**src/rps_regs.svh**
```systemverilog
`ifndef RPS_REGS_SVH
`define RPS_REGS_SVH
// Summary of operation
// [RULE_01] The packet length is read as a high byte and a low byte, full length = high*256 + low.
// [RULE_02] The first quality byte holds carrier sense in bit 7 and the 7-bit quality value below.
// [RULE_03] The gain byte holds the 4-bit gain control word in bits 3:0, upper nibble reads zero.
// [RULE_04] An 8-bit signal strength level captured for the received packet is readable.
// [RULE_05] Three checksum bytes are readable, byte 2 at the lowest address, byte 0 at the highest.
// [RULE_06] Four control bytes are readable, control byte 0 lowest and control byte 3 highest.
// [RULE_07] The source address byte of the received packet is readable.
// [RULE_08] The destination address byte of the received packet is readable.
// [RULE_09] The 128-bit cipher result is sixteen bytes, byte 15 lowest and byte 0 highest address.
// [RULE_10] The first calibrator byte holds the 4-bit oscillator word a in bits 7:4.
// [RULE_11] The 5-bit oscillator word b is split: bits 4:1 in the low nibble, bit 0 in the next bit 7.
// [RULE_12] The second calibrator byte holds the 7-bit synthesiser calibration word in bits 6:0.
// [RULE_13] The transmit queue fill count reads as 0 to 96 in bits 6:0, bit 7 zero.
// [RULE_14] The receive queue fill count reads as 0 to 96 in bits 6:0, bit 7 zero.
// [RULE_15] The 32-bit event status spans four bytes, bits 31:24 at the lowest address.
// [RULE_16] Reading an event status byte returns the pending events and clears them.
// [RULE_17] A 32-bit writable mask, reset to zero, selects which events reach the output pin.

// ==========================================================
// Register offsets
`define RPS_MASK_BYTE3        8'h90
`define RPS_MASK_BYTE2        8'h91
`define RPS_MASK_BYTE1        8'h92
`define RPS_MASK_BYTE0        8'h93
`define RPS_LQ_SENSE_SIGNAL   8'hc6
`define RPS_LQ_GAIN           8'hc7
`define RPS_RX_STRENGTH       8'hc8
`define RPS_RX_LEN_HIGH       8'hc9
`define RPS_RX_LEN_LOW        8'hca
`define RPS_RX_CKSUM_BYTE2    8'hcb
`define RPS_RX_CKSUM_BYTE1    8'hcc
`define RPS_RX_CKSUM_BYTE0    8'hcd
`define RPS_RX_CTRL_BYTE0     8'hce
`define RPS_RX_CTRL_BYTE1     8'hcf
`define RPS_RX_CTRL_BYTE2     8'hd0
`define RPS_RX_CTRL_BYTE3     8'hd1
`define RPS_RX_SRC_ADDR       8'hd2
`define RPS_RX_DST_ADDR       8'hd3
`define RPS_CIPHER_FIRST      8'hd4
`define RPS_CIPHER_LAST       8'he3
`define RPS_CAL_HIGH          8'he4
`define RPS_CAL_LOW           8'he5
`define RPS_TX_QUEUE_FILL     8'he6
`define RPS_RX_QUEUE_FILL     8'he7
`define RPS_PART_ID           8'hf0
`define RPS_SILICON_REV       8'hf1
`define RPS_EVENT_BYTE3       8'hfa
`define RPS_EVENT_BYTE2       8'hfb
`define RPS_EVENT_BYTE1       8'hfc
`define RPS_EVENT_BYTE0       8'hfd

// ==========================================================
// Field positions and reset values
`define RPS_SENSE_BIT         7
`define RPS_WORD_A_LSB        4
`define RPS_WORD_B_BIT0_POS   7
`define RPS_LEN_HIGH_LSB      8
`define RPS_BYTE_RESET        8'h00
`define RPS_MASK_RESET        32'h0000_0000
`define RPS_QUEUE_MAX         7'h60
`endif

```
**src/rps_pkg.sv**
```systemverilog
package rps_pkg;

  typedef logic [7:0] rps_byte_t;

  // State of the status bank, apart from the pending event bytes held in the event instances
  typedef struct packed {
    logic         carrier_sense;
    logic [6:0]   signal_quality_value;
    logic [3:0]   gain_control_word;
    logic [7:0]   signal_strength_level;
    logic [15:0]  received_length;
    logic [23:0]  checksum;
    logic [31:0]  control;
    logic [7:0]   source_address_byte;
    logic [7:0]   destination_address_byte;
    logic [127:0] cipher_result;
    logic [3:0]   oscillator_cal_word_a;
    logic [4:0]   oscillator_cal_word_b;
    logic [6:0]   synth_cal_word;
    logic [6:0]   tx_queue_count;
    logic [6:0]   rx_queue_count;
    logic [31:0]  event_mask;
    logic [7:0]   rdata;
    logic         rvalid;
    logic         irq;
  } rps_state_s;

  // State of one event status byte
  typedef struct packed {
    logic [7:0] pending;
  } rps_event_s;

endpackage : rps_pkg

```
**src/rps_event_byte.sv**
```systemverilog
`timescale 1ns/10ps
`include "rps_regs.svh"

module rps_event_byte (
  input  wire logic             mclk,
  input  wire logic             rst_n,
  input  wire rps_pkg::rps_byte_t set_bits,
  input  wire logic             read_clear,
  output rps_pkg::rps_byte_t    pending
);
  import rps_pkg::*;

  rps_event_s st_q;
  rps_event_s st_d;

  // ==========================================================
  // Sticky events, cleared by a read; an event in the read cycle survives
  always_comb begin
    st_d = st_q;
    if (read_clear) begin
      st_d.pending = set_bits;                     // see [RULE_16]
    end else begin
      st_d.pending = st_q.pending | set_bits;
    end
  end

  always_ff @(posedge mclk or negedge rst_n) begin
    if (!rst_n) begin
      st_q <= '{pending: `RPS_BYTE_RESET};
    end else begin
      st_q <= st_d;
    end
  end

  assign pending = st_q.pending;

endmodule : rps_event_byte

```
**src/rps_status_bank.sv**
```systemverilog
`timescale 1ns/10ps
`include "rps_regs.svh"

module rps_status_bank #(
  parameter logic [7:0] PART_ID_VALUE = 8'h5a,  // Arbitrary value
  parameter logic [7:0] REVISION_VALUE = 8'h12  // Arbitrary value
) (
  input  wire logic           mclk,
  input  wire logic           rst_n,
  // Register access port
  input  wire logic [7:0]     reg_addr,
  input  wire logic           reg_rd,
  input  wire logic           reg_wr,
  input  wire logic [7:0]     reg_wdata,
  output logic [7:0]          reg_rdata,
  output logic                reg_rvalid,
  // Received packet information
  input  wire logic           pkt_done,
  input  wire logic           carrier_sense,
  input  wire logic [6:0]     signal_quality_value,
  input  wire logic [3:0]     gain_control_word,
  input  wire logic [7:0]     signal_strength_level,
  input  wire logic [15:0]    received_length,
  input  wire logic [23:0]    checksum,
  input  wire logic [31:0]    control,
  input  wire logic [7:0]     source_address_byte,
  input  wire logic [7:0]     destination_address_byte,
  // Cipher engine result
  input  wire logic           cipher_done,
  input  wire logic [127:0]   cipher_result,
  // Calibrator results
  input  wire logic           cal_done,
  input  wire logic [3:0]     oscillator_cal_word_a,
  input  wire logic [4:0]     oscillator_cal_word_b,
  input  wire logic [6:0]     synth_cal_word,
  // Queue fill counts
  input  wire logic [6:0]     tx_queue_count,
  input  wire logic [6:0]     rx_queue_count,
  // Events and pin output
  input  wire logic [31:0]    event_in,
  output logic                irq_out
);
  import rps_pkg::*;

  rps_state_s st_q;
  rps_state_s st_d;

  logic [3:0][7:0] ev_pending;
  logic [3:0]      ev_clear;
  logic [31:0]     ev_all;

  // ==========================================================
  // Event status bytes
  // Byte i holds event bits 8i+7:8i and sits at the last event offset minus i.
  genvar gi;
  generate
    for (gi = 0; gi < 4; gi = gi + 1) begin : g_event
      assign ev_clear[gi] = reg_rd &&
                            (reg_addr == (`RPS_EVENT_BYTE0 - 8'(gi)));   // see [RULE_16]
      rps_event_byte u_event (
        .mclk       (mclk),
        .rst_n      (rst_n),
        .set_bits   (event_in[gi*8 +: 8]),
        .read_clear (ev_clear[gi]),
        .pending    (ev_pending[gi])
      );
    end
  endgenerate

  assign ev_all = {ev_pending[3], ev_pending[2], ev_pending[1], ev_pending[0]};

  // ==========================================================
  // Read data selection
  // Pure function of the address and the stored state, so a read has no side
  // effect here; the clearing of event bytes happens in the event instances.
  function automatic logic [7:0] read_value(
    input logic [7:0]  addr,
    input rps_state_s  s,
    input logic [31:0] ev
  );
    logic [7:0] v;
    logic [7:0] idx;
    logic [3:0] byte_sel;
    v        = `RPS_BYTE_RESET;
    idx      = addr - `RPS_CIPHER_FIRST;
    byte_sel = 4'hf - idx[3:0];
    unique case (addr)
      `RPS_MASK_BYTE3: begin
        v = s.event_mask[31:24];
      end
      `RPS_MASK_BYTE2: begin
        v = s.event_mask[23:16];
      end
      `RPS_MASK_BYTE1: begin
        v = s.event_mask[15:8];
      end
      `RPS_MASK_BYTE0: begin
        v = s.event_mask[7:0];
      end
      `RPS_LQ_SENSE_SIGNAL: begin
        v = {s.carrier_sense, s.signal_quality_value};                  // see [RULE_02]
      end
      `RPS_LQ_GAIN: begin
        v = {4'h0, s.gain_control_word};                                // see [RULE_03]
      end
      `RPS_RX_STRENGTH: begin
        v = s.signal_strength_level;                                    // see [RULE_04]
      end
      `RPS_RX_LEN_HIGH: begin
        v = s.received_length[15:`RPS_LEN_HIGH_LSB];                    // see [RULE_01]
      end
      `RPS_RX_LEN_LOW: begin
        v = s.received_length[`RPS_LEN_HIGH_LSB-1:0];                   // see [RULE_01]
      end
      `RPS_RX_CKSUM_BYTE2: begin
        v = s.checksum[23:16];                                          // see [RULE_05]
      end
      `RPS_RX_CKSUM_BYTE1: begin
        v = s.checksum[15:8];                                           // see [RULE_05]
      end
      `RPS_RX_CKSUM_BYTE0: begin
        v = s.checksum[7:0];                                            // see [RULE_05]
      end
      `RPS_RX_CTRL_BYTE0: begin
        v = s.control[7:0];                                             // see [RULE_06]
      end
      `RPS_RX_CTRL_BYTE1: begin
        v = s.control[15:8];                                            // see [RULE_06]
      end
      `RPS_RX_CTRL_BYTE2: begin
        v = s.control[23:16];                                           // see [RULE_06]
      end
      `RPS_RX_CTRL_BYTE3: begin
        v = s.control[31:24];                                           // see [RULE_06]
      end
      `RPS_RX_SRC_ADDR: begin
        v = s.source_address_byte;                                      // see [RULE_07]
      end
      `RPS_RX_DST_ADDR: begin
        v = s.destination_address_byte;                                 // see [RULE_08]
      end
      `RPS_CAL_HIGH: begin
        v = {s.oscillator_cal_word_a, s.oscillator_cal_word_b[4:1]};    // see [RULE_10] [RULE_11]
      end
      `RPS_CAL_LOW: begin
        v = {s.oscillator_cal_word_b[0], s.synth_cal_word};             // see [RULE_11] [RULE_12]
      end
      `RPS_TX_QUEUE_FILL: begin
        v = {1'b0, s.tx_queue_count};                                   // see [RULE_13]
      end
      `RPS_RX_QUEUE_FILL: begin
        v = {1'b0, s.rx_queue_count};                                   // see [RULE_14]
      end
      `RPS_PART_ID: begin
        v = PART_ID_VALUE;
      end
      `RPS_SILICON_REV: begin
        v = REVISION_VALUE;
      end
      `RPS_EVENT_BYTE3: begin
        v = ev[31:24];                                                  // see [RULE_15]
      end
      `RPS_EVENT_BYTE2: begin
        v = ev[23:16];                                                  // see [RULE_15]
      end
      `RPS_EVENT_BYTE1: begin
        v = ev[15:8];                                                   // see [RULE_15]
      end
      `RPS_EVENT_BYTE0: begin
        v = ev[7:0];                                                    // see [RULE_15]
      end
      default: begin
        // Cipher bytes run downward from byte 15; anything else reads zero
        if (addr >= `RPS_CIPHER_FIRST && addr <= `RPS_CIPHER_LAST) begin
          v = s.cipher_result[byte_sel*8 +: 8];                         // see [RULE_09]
        end else begin
          v = `RPS_BYTE_RESET;
        end
      end
    endcase
    return v;
  endfunction : read_value

  // ==========================================================
  // Queue count clamp
  // The queues never hold more than 96 bytes; a larger input is treated as a
  // glitch of the counter and shown as full rather than as a wrapped value.
  function automatic logic [6:0] clamp_count(input logic [6:0] c);
    logic [6:0] r;
    r = c;
    if (c > `RPS_QUEUE_MAX) begin
      r = `RPS_QUEUE_MAX;
    end
    return r;
  endfunction : clamp_count

  // ==========================================================
  // Next state
  always_comb begin
    st_d = st_q;

    // Carrier sense is live, the other packet fields are held per packet
    st_d.carrier_sense = carrier_sense;                                 // see [RULE_02]

    if (pkt_done) begin
      st_d.signal_quality_value     = signal_quality_value;             // see [RULE_02]
      st_d.gain_control_word        = gain_control_word;                // see [RULE_03]
      st_d.signal_strength_level    = signal_strength_level;            // see [RULE_04]
      st_d.received_length          = received_length;                  // see [RULE_01]
      st_d.checksum                 = checksum;                         // see [RULE_05]
      st_d.control                  = control;                          // see [RULE_06]
      st_d.source_address_byte      = source_address_byte;              // see [RULE_07]
      st_d.destination_address_byte = destination_address_byte;         // see [RULE_08]
    end

    if (cipher_done) begin
      st_d.cipher_result = cipher_result;                               // see [RULE_09]
    end

    if (cal_done) begin
      st_d.oscillator_cal_word_a = oscillator_cal_word_a;               // see [RULE_10]
      st_d.oscillator_cal_word_b = oscillator_cal_word_b;               // see [RULE_11]
      st_d.synth_cal_word        = synth_cal_word;                      // see [RULE_12]
    end

    st_d.tx_queue_count = clamp_count(tx_queue_count);                  // see [RULE_13]
    st_d.rx_queue_count = clamp_count(rx_queue_count);                  // see [RULE_14]

    // Mask writes; every other offset is read only and ignores writes
    if (reg_wr) begin
      unique case (reg_addr)
        `RPS_MASK_BYTE3: begin
          st_d.event_mask[31:24] = reg_wdata;                           // see [RULE_17]
        end
        `RPS_MASK_BYTE2: begin
          st_d.event_mask[23:16] = reg_wdata;                           // see [RULE_17]
        end
        `RPS_MASK_BYTE1: begin
          st_d.event_mask[15:8] = reg_wdata;                            // see [RULE_17]
        end
        `RPS_MASK_BYTE0: begin
          st_d.event_mask[7:0] = reg_wdata;                             // see [RULE_17]
        end
        default: begin
          st_d.event_mask = st_q.event_mask;
        end
      endcase
    end

    // Read data is held until the next read so a slow reader can take it late
    st_d.rvalid = reg_rd;
    if (reg_rd) begin
      st_d.rdata = read_value(reg_addr, st_q, ev_all);
    end

    // Pin level follows pending events through the mask, one cycle later
    st_d.irq = |(ev_all & st_q.event_mask);                             // see [RULE_17]
  end

  // ==========================================================
  // State register
  always_ff @(posedge mclk or negedge rst_n) begin
    if (!rst_n) begin
      st_q <= '0;
      st_q.event_mask <= `RPS_MASK_RESET;
    end else begin
      st_q <= st_d;
    end
  end

  // ==========================================================
  // Outputs
  assign reg_rdata  = st_q.rdata;
  assign reg_rvalid = st_q.rvalid;
  assign irq_out    = st_q.irq;

endmodule : rps_status_bank

```
**config.mk**
```make
export PLATFORM = sky130hd
export DESIGN_NAME = rps_status_bank
export DESIGN_NICKNAME = d
export VERILOG_FILES = /design/src/rps_pkg.sv /design/src/rps_event_byte.sv /design/src/rps_status_bank.sv
export VERILOG_INCLUDE_DIRS = /design/src
export SDC_FILE = /design/constraint.sdc
export NUM_CORES = 1
export LEC_CHECK = 0
export ABC_CLOCK_PERIOD_IN_PS = 2100
export BUFFER_PORTS_ARGS = -buffer_cell sky130_fd_sc_hd__buf_2
export CORE_MARGIN = 5
export CORE_UTILIZATION = 55
export DETAILED_ROUTE_END_ITERATION = 8
export GPL_TIMING_DRIVEN = 0
export HOLD_SLACK_MARGIN = 0.15
export PLACE_DENSITY_LB_ADDON = 0.2
export SYNTH_ARGS = -nofsm -noshare
export SYNTH_HDL_FRONTEND = slang
export SYNTH_SLANG_ARGS = --single-unit
```
**constraint.sdc**
```tcl
create_clock -name mclk -period 2.1 [get_ports mclk]
set_input_delay 0.42 -clock mclk [delete_from_list [all_inputs] [get_ports mclk]]
set_output_delay 0.42 -clock mclk [all_outputs]
set_load 0.005 [all_outputs]
```
## After elaboration in Yosys (flattened, before gate mapping)

Index checks and enable logic that the tools add are counted.

| word-level totals | value |
|---|---|
| bits in registers | 340 |
| bits in latches | 0 |
| memory bits (writable) | 0 |
| memory bits (read-only) | 0 |
| output and inout port bits | 10 |
| word-level logic and storage cells | 84 |
| memories | 0 |

| cells by class | value |
|---|---|
| $add $sub $neg | 2 |
| multipliers | 0 |
| div/mod/pow operators | 0 |
| magnitude comparators | 4 |
| eq/ne operators | 28 |
| shifts and indexed selects | 1 |
| muxes and demuxes | 8 |
| bitwise logic cells | 5 |
| reductions and logical operators | 10 |

Operators by type and width:

| kind | count |
|---|---|
| equality test 8 bit, second input constant | 28 |
| case mux 8 bit (28 select lines) | 1 |
| variable part select 128 x 8 -> 8 bit | 1 |
| 2-to-1 mux 8 bit | 5 |
| AND 32 bit | 1 |
| bitwise OR 8 bit | 4 |
| OR reduction 32 bit | 1 |
| greater-than comparator 7 bit, second input constant | 2 |
| 2-to-1 mux 7 bit | 2 |
| >= comparator 8 bit, second input constant | 1 |
| <= comparator 8 bit, second input constant | 1 |
| AND reduction 2 bit | 4 |
| logical AND 1 bit | 5 |
| subtractor 4 x 3 -> 4 bit, second input constant | 1 |
| subtractor 4 bit, first input constant | 1 |

## Depth between registers and ports, before layout

| depth | value |
|---|---|
| depth in word-level cells | 5 |
| gate-level depth with buffers | 10 |
| depth with buffers taken out | 8 |

## Modules after synthesis

A second synthesis with hierarchy kept.

| second synthesis, totals | value |
|---|---|
| cells, all modules | 1,141 |
| area, all modules | 15,501.1 µm² |

By module, submodules not included:

| module | times used | cells each | area each (µm²) | sequential area each (µm²) |
|---|---|---|---|---|
| rps_status_bank | 1 | 1,073 | 14,445.1 | 7,707.4 |
| rps_event_byte | 4 | 17 | 264.0 | 200.2 |

## Least setup slack after synthesis

OpenSTA, ideal clock, no wires.

| timing path | value |
|---|---|
| path kind | in2reg |
| from | input reg_addr[2] |
| to | register st_q (netlist bit reg_rdata[2]) |
| library setup time | 0.126 ns |
| data arrival time | 2.426 ns |
| required time | 1.974 ns |
| slack | -0.452 ns |
| stages | 10 |
| path through | buf_1 > inv_1 > ha_1 > clkbuf_1 > nand2_1 > nor2_1 > a22o_1 > a221oi_1 > o2111ai_1 > o32a_1 |

| between the ends | value |
|---|---|
| word-level cells in the longest chain between the ends | 5 |
| elaborated cells between the ends (all ways) | 36 |

RTL lines:

| what | line | RTL |
|---|---|---|
| start: declaration | rps_status_bank.sv:11 | `input wire logic [7:0] reg_addr,` |
| subtractor 4 x 3 -> 4 bit (no source line) | - |  |
| subtractor 4 bit | rps_status_bank.sv:86 | `byte_sel = 4'hf - idx[3:0];` |
| variable part select 128 x 8 -> 8 bit | rps_status_bank.sv:175 | `v = s.cipher_result[byte_sel*8 +: 8];` |
| 2-to-1 mux 8 bit | rps_status_bank.sv:174 | `` if (addr >= `RPS_CIPHER_FIRST && addr <= `RPS_CIPHER_LAST) begin `` |
| case mux 8 bit (28 select lines) (*) | rps_status_bank.sv:87 | `unique case (addr)` |
| end signal: assignment | rps_status_bank.sv:267 | `st_q <= st_d;` |
| end: declaration | rps_status_bank.sv:45 | `rps_state_s st_q;` |

Every way passes the cells marked *; elsewhere a longest branch is shown, timed or not.
A chain may end at the register's enable or synchronous reset.

## Final worst setup path

| timing path | value |
|---|---|
| from | input reg_addr[1] |
| to | register st_q (netlist bit reg_rdata[3]) |

The elaborated chain is that of the path after synthesis.

==> results.md <==
* Status: finished, violations left
* Violated checks: negative setup slack
* Largest net degree at the start of global routing at 120
* Final nets at between 2000 and 2500
* Initial core utilization at a little under three fifths
* Sink Count at 340
* Max Fclk at about 460 MHz
* Async SR Flop Fraction at 100%
* Reg-to-reg critical path endpoint: reg_rdata[2]
* Path depth of the worst reg2reg path at 4
* Hold_sp: cipher_result[62]
* Post-Place Cells at ~1800
* Vias per cell at 6.30
* Synth Flop Type: dfrtp_1
* Area grow syn2layout at 42.9%
* Type of origin of the critical path: input pin
* Synth area leaders: dfrtp_1 54%, mux2_2 22%, mux4_2 5.5%
* Share of post-route cells with drive strength above 1 at approximately 44%
* Area leader, netlist: dfrtp_1
* Final Critical Period at 2180 ps
* Root buf cell: clkbuf_16
* DRC at 0
* Worst Hold Depth at 2
* Worst IR Drop VDD at 608 uV
* Max Root-Sink Buffers at 3
* Row count at between 60 and 70
* Lkg Pwr at 9.70 nW
* CTS tree: built
* Number of top-level pins at 331
* Die area at approximately 0.032 mm^2
* Post-route setup TNS at -97.4 ps
* GRT Util Overall at between 30 and 40%
* Synth Instances at roughly 1100
* Post-route insts no fill at between 2000 and 2500
* EDFF count, synth at 0
* H-tree levels at 2
* Synth warn at 0
* Routability cong. at between 1 and 1.5
* Slew HR at a little under two fifths
* Worst setup margin at -77.1 ps
* Initial antenna violation count at 8
* Via count at roughly 14000
* Vias in the first global route at about 15000
* Final Core Density at 79.9%
* Max Slew Vio Count at 0
* Hold WC Path Type: input pin to flip-flop
* Worst Hold End: st_q[134]
* Hold Vio Cnt, Final at 0
* Tcrit/Tclk final at 104%
* Die Height at 179 um
* Detail Route Antenna Nets at 0
* Critical Path RT at approximately 2500 ps
* Worst Path Max Fanout at 10
* Final Skew at about 26 ps
* Tightest Pin Transition at ~940 ps
* Count of different cell masters after synthesis at 57
* Crit. End Element: flip-flop
* Synth top cells by count: 340 x dfrtp_1, 303 x mux2_2, 49 x clkbuf_1
* Maximum capacitance violations at 0
* Setup slack, reg-to-reg at 0 ps
* Count leader, synth: dfrtp_1
* Die Wd at between 150 and 200 um
* Core Footprint at 0.0279 mm^2
* Syn Area/Cell at around 14 um^2
* Clock latency at the later pin of the worst-skew pair at ~540 ps
* Yosys reg bits at between 300 and 400
* DR pass1 iterations at 6
* Pre-CTS setup slack at -1160 ps
* Mapped cell area at roughly 0.016 mm^2
* DR WL/cell at 29.0 um
* GR Overflow Total at 0
* Worst-path clk slew at ~60 ps
* Top cell type's share of synthesized area at roughly 54%
* Hold slack at 157 ps
* CP arrival at 2590 ps
* Num CTS Buffers at 37
* First-pass GRT wire length at around 93 mm
* CP Class: input pin to flip-flop
* # port buffers at around 330
* Drt initial violations at about 1500
* Dpl hpwl at 40.7 mm
* Post-synth net total at approximately 1500
* Reg-to-Reg Start: st_q[146]
* Post-Route WL at roughly 64 mm
* Sequential share of the synthesized area at ~54%
* Pwr dens at roughly 800 mW/mm^2
* # setup viols final at 4
kinds of logic (layout without fill, tap and decap cells):
family | count (synthesis) | count (layout) | share of synthesized area (%)
adder cells (fa/ha/maj) | 5 | 5 | 0.400
flip-flops | 340 | 340 | 54.5
other | 0 | 9 | 0
buffers and inverters | 88 | 777 | 2.58
AO/OA/AOI/OAI | 174 | 174 | 8.15
AND/OR/NAND/NOR | 161 | 161 | 5.46
multiplexers | 364 | 364 | 28.9
XOR/XNOR | 1 | 1 | 0.0561
routing by layer:
layer / vias to the layer above / part of all wire (%) / track usage, %
met5: - / 0 / 0
met4: 0 / 5.5 / 19.1
met3: 282 / 9.8 / 8.05
met2: 1037 / 48 / 66.0
met1: 7010 / 37 / 50.8
li1: 5593 / - / -
state kept, by name (all words and copies together), names as in the netlist:
register,cells
g_event.u_event.pending,32
reg_rdata,8
irq_out,1
st_q,298
reg_rvalid,1
cells in the final DEF (no fill, tap or decap), drive strengths merged, types with 9 or more instances in the layout:
cell type / n
dfrtp: 340
a21oi: 19
a21o: 33
mux2: 303
a22oi: 34
nor2: 22
clkbuf: 99
nand3: 38
and2: 14
mux4: 39
o21ai: 18
buf: 365
nand2: 35
dlygate4sd3: 291
diode: 9
mux2i: 22
through the flow:
step,instance area [um^2],power [W]
2_1_floorplan,15600,0.00863
3_3_place_gp,17700,0.00961
3_5_place_dp,17800,0.00969
4_1_cts,22200,0.0173
5_1_grt,22300,0.0180
6_report,22300,0.0176
what timing repair did:
action | CTS | global route
hold buffers | 290 | 1
resized for setup | 41 | 26
cloned | 0 | 0
setup buffers | 0 | 2
setup endpoints to repair | 48 | 41
pin swaps | 0 | 4
hold endpoints to repair | 395 | 1
worst max path at each step:
stage | startpoint | end | slack (ps) | cells past startpoint
6_report | reg_addr[1] | reg_rdata[3] | -80 | 9
2_1_floorplan | reg_addr[0] | reg_rdata[2] | -40 | 5
3_3_place_gp | rst_n | st_q[67] | -5880 | 1
4_1_cts | reg_addr[3] | reg_rdata[1] | -7 | 10
5_1_grt | reg_addr[0] | reg_rdata[3] | -50 | 9
3_5_place_dp | reg_addr[1] | reg_rdata[1] | -1160 | 9
critical path: stages:
cell and delay, ps:
buf_2 150, buf_4 210, and2_1 170, clkbuf_1 330, a22oi_2 420, o22ai_1 200
a211oi_1 240, nand4_1 110, o32a_1 340
cell type report:
| type | instances | area, um^2 |
|---|---|---|
| Fill cell | 1582 | 5610 |
| Timing Repair Buffer | 622 | 4630 |
| Clock buffer | 51 | 1070 |
| Sequential cell | 340 | 8510 |
| Clock inverter | 17 | 292 |
| Antenna cell | 9 | 22.5 |
| Tap cell | 378 | 473 |
| Multi-Input combinational cell | 705 | 6850 |
| Buffer | 82 | 464 |
| Inverter | 5 | 18.8 |
power breakdown:
part	leakage, nW	internal, W	switching (W)
logic	5.08	0.00149	0.00124
clock network	0.664	0.00445	0.00286
registers	3.95	0.00711	0.000407
No activity file was read; power rests on OpenSTA's default activity.
